==> src/ipv_pkg.sv <==
// Constants and carrier types of the interrupt poll and vector unit
package ipv_pkg;

  localparam int          NUM_SRC        = 32;
  localparam int          SRC_W          = 5;
  localparam int          STATES_PER_MC  = 6;
  localparam int          PHASES_PER_ST  = 2;
  localparam int          CLKS_PER_PHASE = 1;
  localparam int          CLKS_PER_MC    = STATES_PER_MC * PHASES_PER_ST * CLKS_PER_PHASE;
  localparam logic [3:0]  PH_LAST        = 4'(CLKS_PER_MC - 1);
  // State 5 phase 2 is the tenth phase tick of the cycle
  localparam logic [3:0]  PH_S5P2        = 4'((4 * PHASES_PER_ST + 1) * CLKS_PER_PHASE);
  localparam logic [15:0] VEC_BASE       = 16'h0003;
  localparam int          VEC_STEP_SHIFT = 3;
  localparam logic [15:0] VEC_MAX        = 16'h00fb;
  localparam logic [1:0]  CALL_MCS       = 2'h2;
  // Sources whose request flag is cleared by the vector call itself
  localparam logic [NUM_SRC-1:0] HW_CLEAR_MASK = 32'h0000_000f;
  localparam logic [NUM_SRC-1:0] FLAGS_RST     = 32'h0000_0000;
  localparam logic [15:0]        VEC_RST       = 16'h0000;

  typedef struct packed {
    logic lastCycle;
    logic statusWrite;
    logic retIntr;
  } ipv_seq_t;

  typedef struct packed {
    logic        active;
    logic [15:0] vector;
    logic        level;
  } ipv_call_t;

endpackage : ipv_pkg
==> src/interrupt_poll_vector_unit.sv <==
// Interrupt sampling, polling, priority blocking and hardware call sequencing
`timescale 1ns/100ps
module ipv_interrupt_poll_vector_unit (
  // Clock, reset, enable
  input  wire logic                        mclk,
  input  wire logic                        reset,
  input  wire logic                        ce,
  // Request sources and their enable/priority settings
  input  wire logic [ipv_pkg::NUM_SRC-1:0] reqFlags,
  input  wire logic [ipv_pkg::NUM_SRC-1:0] srcEnable,
  input  wire logic [ipv_pkg::NUM_SRC-1:0] srcPrioHigh,
  // Instruction sequencer status
  input  wire ipv_pkg::ipv_seq_t           seqStat,
  // Call request towards the sequencer, flag clears, in-progress levels and cycle timing
  output ipv_pkg::ipv_call_t               callOut,
  output logic [ipv_pkg::NUM_SRC-1:0]      flagClr,
  output logic [1:0]                       inProgress,
  output logic [3:0]                       phaseTick,
  output logic                             cycleEnd
);
  import ipv_pkg::*;

  logic [3:0]         phase_ff;
  logic [NUM_SRC-1:0] sample_ff;
  logic [NUM_SRC-1:0] poll_ff;
  logic               callAct_ff;
  logic               callCnt_ff;
  logic [15:0]        callVec_ff;
  logic               callLvl_ff;
  logic [1:0]         inProg_ff;
  logic [NUM_SRC-1:0] flagClr_ff;

  logic               mcEnd;
  logic               effLast;
  logic               effSpecial;
  logic [NUM_SRC-1:0] pendHi;
  logic [NUM_SRC-1:0] pendLo;
  logic               pickValid;
  logic               pickLevel;
  logic [SRC_W-1:0]   pickIdx;
  logic               decide;
  logic [15:0]        pickVec;

  function automatic logic [SRC_W-1:0] first_set(input logic [NUM_SRC-1:0] v);
    logic [SRC_W-1:0] idx;
    idx = '0;
    for (int i = NUM_SRC - 1; i >= 0; i--) begin
      if (v[i]) begin
        idx = SRC_W'(i);
      end
    end
    return idx;
  endfunction : first_set

  ////////////////////////////////////////////////////////////////////////////
  // Machine cycle timing
  always_ff @(posedge mclk) begin
    if (reset) begin
      phase_ff <= 4'h0;
    end else if (ce) begin
      phase_ff <= (phase_ff == PH_LAST) ? 4'h0 : phase_ff + 4'h1;
    end
  end

  assign mcEnd     = ce && (phase_ff == PH_LAST);
  assign phaseTick = phase_ff;
  assign cycleEnd  = mcEnd;

  ////////////////////////////////////////////////////////////////////////////
  // Sampling and polling
  // Disabled sources never reach the poll, so an enable change lands one cycle late
  always_ff @(posedge mclk) begin
    if (reset) begin
      sample_ff <= FLAGS_RST;
    end else if (ce && phase_ff == PH_S5P2) begin
      sample_ff <= reqFlags & srcEnable;
    end
  end

  // Overwritten every cycle: a request not taken now leaves no trace
  always_ff @(posedge mclk) begin
    if (reset) begin
      poll_ff <= FLAGS_RST;
    end else if (mcEnd) begin
      poll_ff <= sample_ff;
    end
  end

  ////////////////////////////////////////////////////////////////////////////
  // Decision
  // The hardware call behaves as a two-cycle instruction, so a poll during its
  // last cycle may redirect it before any handler opcode runs
  assign effLast    = callAct_ff ? callCnt_ff : seqStat.lastCycle;
  assign effSpecial = callAct_ff ? 1'b0 : (seqStat.statusWrite || seqStat.retIntr);

  assign pendHi = poll_ff & srcPrioHigh;
  assign pendLo = poll_ff & ~srcPrioHigh;

  always_comb begin
    pickValid = 1'b0;
    pickLevel = 1'b0;
    pickIdx   = '0;
    if (|pendHi && !inProg_ff[1]) begin
      pickValid = 1'b1;
      pickLevel = 1'b1;
      pickIdx   = first_set(pendHi);
    end else if (|pendLo && inProg_ff == 2'b00) begin
      pickValid = 1'b1;
      pickIdx   = first_set(pendLo);
    end
  end

  assign pickVec = VEC_BASE + (16'(pickIdx) << VEC_STEP_SHIFT);
  assign decide  = mcEnd && pickValid && effLast && !effSpecial;

  ////////////////////////////////////////////////////////////////////////////
  // Hardware call sequencing
  always_ff @(posedge mclk) begin
    if (reset) begin
      callAct_ff <= 1'b0;
      callCnt_ff <= 1'b0;
      callVec_ff <= VEC_RST;
      callLvl_ff <= 1'b0;
    end else if (decide) begin
      callAct_ff <= 1'b1;
      callCnt_ff <= 1'b0;
      callVec_ff <= pickVec;
      callLvl_ff <= pickLevel;
    end else if (mcEnd && callAct_ff) begin
      callCnt_ff <= ~callCnt_ff;
      callAct_ff <= ~callCnt_ff;
    end
  end

  assign callOut.active = callAct_ff;
  assign callOut.vector = callVec_ff;
  assign callOut.level  = callLvl_ff;

  ////////////////////////////////////////////////////////////////////////////
  // In-progress levels
  // A plain subroutine return is not seen here, so the level stays set
  always_ff @(posedge mclk) begin
    if (reset) begin
      inProg_ff <= 2'b00;
    end else if (decide) begin
      inProg_ff[pickLevel] <= 1'b1;
    end else if (mcEnd && !callAct_ff && seqStat.retIntr && seqStat.lastCycle) begin
      if (inProg_ff[1]) begin
        inProg_ff[1] <= 1'b0;
      end else begin
        inProg_ff[0] <= 1'b0;
      end
    end
  end

  assign inProgress = inProg_ff;

  ////////////////////////////////////////////////////////////////////////////
  // Flag clear on vectoring
  always_ff @(posedge mclk) begin
    if (reset) begin
      flagClr_ff <= FLAGS_RST;
    end else if (ce) begin
      flagClr_ff <= decide ? (HW_CLEAR_MASK & (NUM_SRC'(1) << pickIdx)) : FLAGS_RST;
    end
  end

  assign flagClr = flagClr_ff;
endmodule : ipv_interrupt_poll_vector_unit

==> config.mk <==
export PLATFORM = sky130hd
export DESIGN_NAME = ipv_interrupt_poll_vector_unit
export DESIGN_NICKNAME = d
export VERILOG_FILES = /design/src/ipv_pkg.sv /design/src/interrupt_poll_vector_unit.sv
export SDC_FILE = /design/constraint.sdc
export NUM_CORES = 1
export LEC_CHECK = 0
export BUFFER_PORTS_ARGS = -buffer_cell sky130_fd_sc_hd__buf_2
export CAP_MARGIN = 0
export CORE_AREA = 2 2 99 101
export CTS_CLUSTER_SIZE = 16
export DETAILED_ROUTE_END_ITERATION = 10
export DIE_AREA = 0 0 101 103
export MAX_ROUTING_LAYER = met4
export PLACE_DENSITY_LB_ADDON = 0.15
export RECOVER_POWER = 50
export SYNTH_ARGS = -nofsm -noshare
export SYNTH_HDL_FRONTEND = slang
export SYNTH_SLANG_ARGS = --single-unit
export TNS_END_PERCENT = 5
==> constraint.sdc <==
create_clock -name mclk -period 3.2 [get_ports mclk]
set_clock_uncertainty 0.1 [all_clocks]
set_input_delay 0 -clock mclk [delete_from_list [all_inputs] [get_ports mclk]]
set_output_delay 0 -clock mclk [all_outputs]
set_load 0.02 [all_outputs]
==> results of run 1 <==
-- cell families after synthesis --
logic type      Yosys count
buf+inv                  71
compound gates          158
fa+ha+maj                 2
other cells               1
xor+xnor                  4
simple gates            277
flops                    83
-- synthesized netlist by cell type (3+ instances only) --
master      n  area, sq um
nand2_1   132          495
dfxtp_1    83         1660
a21oi_1    79          395
buf_4      40          300
nand3_1    37          185
clkbuf_1   24         90.1
nand2b_1   24          150
nor2_1     19         71.3
nor2b_1    14         87.6
a22o_1     11         96.3
a22oi_1    11         82.6
o21ai_0    11         55.1
a211oi_1    7         52.6
nor3_1      7         35.0
a31oi_1     6         37.5
inv_1       5         18.8
o211ai_1    5         37.5
and3_1      4         25.0
nand4_1     4         25.0
a32o_1      3         30.0
and4_1      3         26.3
and4bb_1    3         37.5
nor4_1      3         18.8
xor2_1      3         26.3
-- power groups by stage --
stage                     Clock [W]  Combinational, W  Sequential, W
after floorplan                   0          0.000102        0.00107
after global placement            0          0.000149        0.00106
after detailed placement          0          0.000152        0.00106
after CTS                  0.000632          0.000185        0.00104
after global routing       0.000665          0.000208        0.00104
final                      0.000619          0.000190        0.00104
-- cells in the final DEF (no fill, tap or decap), types with 3 or more instances in the layout --
cell	netlist	layout
nand2_1	132	132
buf_2	0	102
dfxtp_1	83	83
a21oi_1	79	79
dlygate4sd3_1	0	67
nand3_1	37	37
conb_1	1	37
nand2b_1	24	24
clkbuf_1	24	21
nor2_1	19	19
nor2b_1	14	14
a22oi_1	11	11
a22o_1	11	11
o21ai_0	11	11
clkbuf_8	0	9
nor3_1	7	7
a211oi_1	7	7
a31oi_1	6	6
inv_1	5	5
nand4_1	4	5
o211ai_1	5	5
buf_4	40	5
and3_1	4	4
and4_1	3	3
and4bb_1	3	3
nor4_1	3	3
a32o_1	3	3
xor2_1	3	3
-- area by class of cell --
cell class / count / area, sq um / area share, %
Tap cell: 114 / 143 / 2.40
Clock inverter: 1 / 5.00 / 0.0841
Sequential cell: 83 / 1660 / 27.9
Timing Repair Buffer: 194 / 1290 / 21.8
Clock buffer: 11 / 131 / 2.21
Inverter: 5 / 18.8 / 0.315
Multi-Input combinational cell: 478 / 2700 / 45.3
-- path summary, 6_finish.rpt --
| kind | slack (ns) | cells past startpoint | endpoint | startpoint |
|---|---|---|---|---|
| max reg2reg | 0.50 | 8 | flagClr[3] | poll_ff[14] |
| min | 0.05 | 2 | callAct_ff | reset |
| max | 0.50 | 8 | flagClr[3] | poll_ff[14] |
| min reg2reg | 0.35 | 2 | sample_ff[8] | sample_ff[8] |
-- layer usage --
layer	GRT usage (%)	routed length, um
met4	11.9	274
met2	47.6	6830
met5	-	0
met1	33.0	6050
met3	3.59	604
-- per-stage QoR --
stage               utilization, %  std cells  total power [W]  hold WS, ns
floorplan                        -        632          0.00117       0.0519
global placement              54.8        807          0.00121        0.156
detailed placement            54.8        807          0.00122        0.161
CTS                           63.3        886          0.00186       0.0288
global route                  62.9        886          0.00191       0.0759
finish                        62.9        886          0.00185       0.0533
-- flip-flops by register name, summed over array words and instances (netlist names) --
name	flops
callAct_ff	1
callCnt_ff	1
callLvl_ff	1
callVec_ff	6
flagClr	4
inProgress	2
phaseTick	4
poll_ff	32
sample_ff	32
-- worst register-to-register path, stage by stage (launching register included) --
cell	delay (ns)
dfxtp_1	0.34
a22oi_1	0.40
and4_1	0.33
nand4_1	0.29
a2111oi_4	0.39
nand2_2	0.14
o31ai_4	0.31
nor3b_2	0.10
a22o_1	0.20
==> run metrics, run 1 <==
area grow syn2layout=27.9%; initial antenna violation count=0; RSZ-0062 raised after global routing=no; Net Sw Power=0.000465 W; outcome=complete, no violations; final wirelength=13.8 mm; Synth Area in Adders=0.538%; fillers=873; relative slew slack=54.9%; Post-CTS Resized=0; design area=5950 sq um; mux cell area share after synthesis=0%; Crit path max-delay family=compound AO/OA/AOI/OAI gates; Starting DRT DRC Count=131; vias in the first global route=4545; measured slew at the worst slew-check pin=0.676 ns; Final setup viols=0; #FFs+latches synth=83; synthesized instance count=596; cell breakdown of the critical path=a22oi_1 > and4_1 > nand4_1 > a2111oi_4 > nand2_2 > o31ai_4 > nor3b_2 > a22o_1; GRT Util Overall=27.8%; Logic pwr share=10.3%; Synth Area in Simple Gates=31.1%; largest family of logic cells by synthesized area=simple AND/OR/NAND/NOR gates; post-route ant nets=0; fin nets=875; xor/xnor share of the synthesized area=0.753%; hold_buf cts=67; DRC violations left=0; Arrival @ worst endpoint=2.85 ns; Via density=5.39; Clock Tree Root=clkbuf_8; CTS tree=built; fin crit share=84.3%; Placed Instance Area=5180 sq um; vias=4778; Syn Std Cell Area=4650 sq um; Clock Latency Late Sink=0.36 ns; die extent in y=103 um; Pint=0.00138 W; Max Clk Rate=371 MHz; wire per inst=15.5 um; top-level port count=159; leakage=2.23 nW; minimum clock period=2.70 ns; synth warn=0; Critical Path Slowest Stage Cell=a22oi_1; Seq/Total Area, Yosys=35.7%; final slew viol count=0; hpwl dp=9.85 mm; crit path launch type=register; row cnt=36; GRT overflow=0; worst path buffer plus inverter count=0; share of async-settable or async-resettable flops after synthesis=0%; setup TNS=0 ns; total CTS buffers=9; postcts setup bufs=0; CP peak stage delay=0.40 ns; initial core utilization=49.2%; Core ar.=9460 sq um; worst-path fanout max=5; share of total power in sequential cells=56.2%; post-synthesis compound-gate area fraction=22.8%; Worst Path Required=3.35 ns; Synth Flop Type=dfxtp_1; Worst Hold Class=in2reg; Inserted Diodes=0; clock-pin slew on the worst setup and hold paths=0.08 ns; clk sinks=83; htree depth=3; Placer Congestion=0.899; Hold Fails Final Rpt=0; first-pass GRT wire length=21.9 mm; Die Area=10400 sq um; Critical Path Sink Type=register; pre-CTS setup slack=0.606 ns; min setup slack post-route=0.501 ns; CP Class=reg2reg; Longest Clk Path Bufs=2; peak supply drop=0.241 mV; Sw Ratio=25.2%; EDFF count, synth=0; largest net degree at the start of global routing=48; Clk network pwr share=33.5%; TritonRoute pass-1 iters=4; Avg Cell Area, Syn=7.81 sq um; max-cap violation count=0; share of cells above drive strength 1=17.9%; Synth cell types=69; PortBufs=121; Die Width=101 um; total power density per cell area=311 nW/um^2
Note: power is estimated with default switching activity, not from simulation.
==> run 2: changes to the inputs <==
--- a/config.mk
+++ b/config.mk
@@ -7,10 +7,10 @@
 export LEC_CHECK = 0
 export BUFFER_PORTS_ARGS = -buffer_cell sky130_fd_sc_hd__buf_2
 export CAP_MARGIN = 0
-export CORE_AREA = 2 2 99 101
+export CORE_AREA = 2 2 104 106
 export CTS_CLUSTER_SIZE = 16
 export DETAILED_ROUTE_END_ITERATION = 10
-export DIE_AREA = 0 0 101 103
+export DIE_AREA = 0 0 106 108
 export MAX_ROUTING_LAYER = met4
 export PLACE_DENSITY_LB_ADDON = 0.15
 export RECOVER_POWER = 50
==> constraint.sdc (replaced) <==
create_clock -name mclk -period 2.4 [get_ports mclk]
set_clock_uncertainty 0.1 [all_clocks]
set_input_delay 0 -clock mclk [delete_from_list [all_inputs] [get_ports mclk]]
set_output_delay 0 -clock mclk [all_outputs]
set_load 0.02 [all_outputs]
==> run metrics, run 2 (synthesis results as in run 1) <==
outcome=finished, violations left; failing checks=setup timing; Placer Congestion=0.944 (+5.1%); clk sinks=83 (unchanged); peak supply drop=0.330 mV (+37%); largest registers=poll_ff: 32 flops, sample_ff: 32 flops, callVec_ff: 6 flops; GRT overflow=0 (unchanged); Pint=0.00189 W (+37%); Core ar.=10200 sq um (+8.2%); final wirelength=14.2 mm (+3.1%); TritonRoute pass-1 iters=5 (+1); leakage=2.52 nW (+13%); wire per inst=14.7 um (-5.0%); vias=5029 (+5.3%); vias in the first global route=4799 (+5.6%); htree depth=3 (unchanged); cell breakdown of the critical path=a22o_4 > nor4b_4 > nand4_2 > buf_4 > buf_4 > nand2b_1 > a211oi_1 > a32o_2 > nor3b_2 > a22o_1; crit path launch type=register; share of cells above drive strength 1=26.6% (+8.8 points); total power density per cell area=391 nW/um^2 (+26%); CP peak stage delay=0.34 ns (-0.06 ns); Layout Cells excl Fill=962 (+8.6%); Crit path max-delay family=compound AO/OA/AOI/OAI gates; Max Clk Rate=415 MHz (+12%); area grow syn2layout=40.0%; Inserted Diodes=0 (unchanged); Worst path most repeated cell=buf_4; clock-pin slew on the worst setup and hold paths=0.08 ns (about the same); worst path buffer plus inverter count=2 (+2); first-pass GRT wire length=22.6 mm (+3.0%); total CTS buffers=9 (unchanged); Worst Path Required=2.55 ns (-0.80 ns); design area=6510 sq um (+9.5%); Logic pwr share=10.1% (-0.2 points); Clock Tree Root=clkbuf_8; PortBufs=121 (unchanged); Via density=5.23 (-3.1%); GRT Util Overall=25.7% (-2.2 points); Die Area=11400 sq um (+10%); pre-CTS setup slack=-0.0571 ns (-0.663 ns); max-cap violation count=0 (unchanged); most common cell after layout, fill and taps aside=nand2_1; Critical Path Sink Type=register; Starting DRT DRC Count=213 (+63%); CP Class=reg2reg; most frequent cells in the layout=131 x nand2_1, 102 x buf_2, 79 x a21oi_1; Clock Latency Late Sink=0.36 ns (about the same); relative slew slack=52.8% (-2.1 points); Die Width=106 um (+5.0%); initial core utilization=45.5% (-3.7 points); largest net degree at the start of global routing=47 (-2.1%); die extent in y=108 um (+4.9%); Hold Fails Final Rpt=0 (unchanged); Pwr Total=0.00254 W (+38%); placed insts=872 (+8.1%); Final setup viols=2 (+2); RSZ-0062 raised after global routing=yes; Sw Ratio=25.7% (+0.57 points); Critical Path Slowest Stage Cell=dfxtp_2; minimum clock period=2.41 ns (-0.287 ns); initial antenna violation count=0 (unchanged); fillers=979 (+12%); final slew viol count=0 (unchanged); measured slew at the worst slew-check pin=0.708 ns (+0.0324 ns); worst-path fanout max=4 (-1); DRC violations left=0 (unchanged); CTS tree=built; Clk network pwr share=35.5% (+2.0 points); hpwl dp=10.3 mm (+4.2%); Placed Instance Area=5550 sq um (+7.0%); row cnt=37 (+2.8%); post-route ant nets=0 (unchanged); Arrival @ worst endpoint=2.56 ns (-0.29 ns); Net Sw Power=0.000654 W (+41%); top-level port count=159 (unchanged); fin nets=926 (+5.8%); Longest Clk Path Bufs=2 (unchanged); fin crit share=100% (+16 points); Worst Hold Class=in2reg; share of total power in sequential cells=54.4% (-1.8 points); min setup slack post-route=-0.0113 ns (-0.513 ns)
## run 2: final timing paths
check / startpoint / endpoint / slack [ns] / cells after the start
setup / recovery: poll_ff[26] / flagClr[3] / -0.01 / 10
hold / removal: reset / callAct_ff / 0.07 / 2
setup reg to reg: poll_ff[26] / flagClr[3] / -0.01 / 10
hold reg to reg: sample_ff[7] / poll_ff[7] / 0.35 / 2
## run 2: cell type report
class / count / area [sq um] / share of cell area [%]
Sequential cell: 83 / 1680 / 25.7
Timing Repair Buffer: 245 / 1690 / 26.0
Multi-Input combinational cell: 478 / 2790 / 42.8
Inverter: 5 / 18.8 / 0.288
Clock buffer: 11 / 141 / 2.17
Clock inverter: 4 / 27.5 / 0.423
Tap cell: 136 / 170 / 2.61
## run 2: power groups by stage
stage / combinational (W) / sequential (W) / clock [W]
floorplan: 0.000136 / 0.00142 / 0
global placement: 0.000202 / 0.00142 / 0
detailed placement: 0.000205 / 0.00142 / 0
CTS: 0.000250 / 0.00138 / 0.000917
global route: 0.000281 / 0.00139 / 0.000984
finish: 0.000257 / 0.00138 / 0.000903
## run 2: metrics by stage
step / hold WS [ns] / util, % / setup TNS (ns)
CTS: 0.0536 / 62.9 / -0.0340
global placement: 0.157 / 54.2 / 0
finish: 0.0724 / 63.7 / -0.0137
floorplan: 0.0519 / - / 0
global route: 0.0830 / 63.7 / -0.690
detailed placement: 0.163 / 54.2 / -0.208
## run 2: worst register-to-register path, delay by kind of cell (launching register included)
| family | cells | cell delay [ns] |
|---|---|---|
| DFF | 1 | 0.34 |
| AOI/OAI and AO/OA | 4 | 0.78 |
| buffers and inverters | 2 | 0.31 |
| and+or+nand+nor | 4 | 0.77 |
## run 2: metal layers
| metal | GRT usage (%) | wire, um | vias to the layer above |
|---|---|---|---|
| met2 | 46.3 | 7140 | 159 |
| met1 | 30.2 | 6120 | 2359 |
| met5 | - | 0 | - |
| met4 | 5.64 | 137 | 0 |
| li1 | - | - | 2497 |
| met3 | 4.28 | 784 | 14 |
## run 2: repair_timing
action,CTS,global route
gates cloned,0,0
hold endpoints to repair,37,0
resized for setup,6,24
endpoints found under the setup margin,4,11
buffers inserted,5,3
hold buffers,67,0
pin swaps,17,14
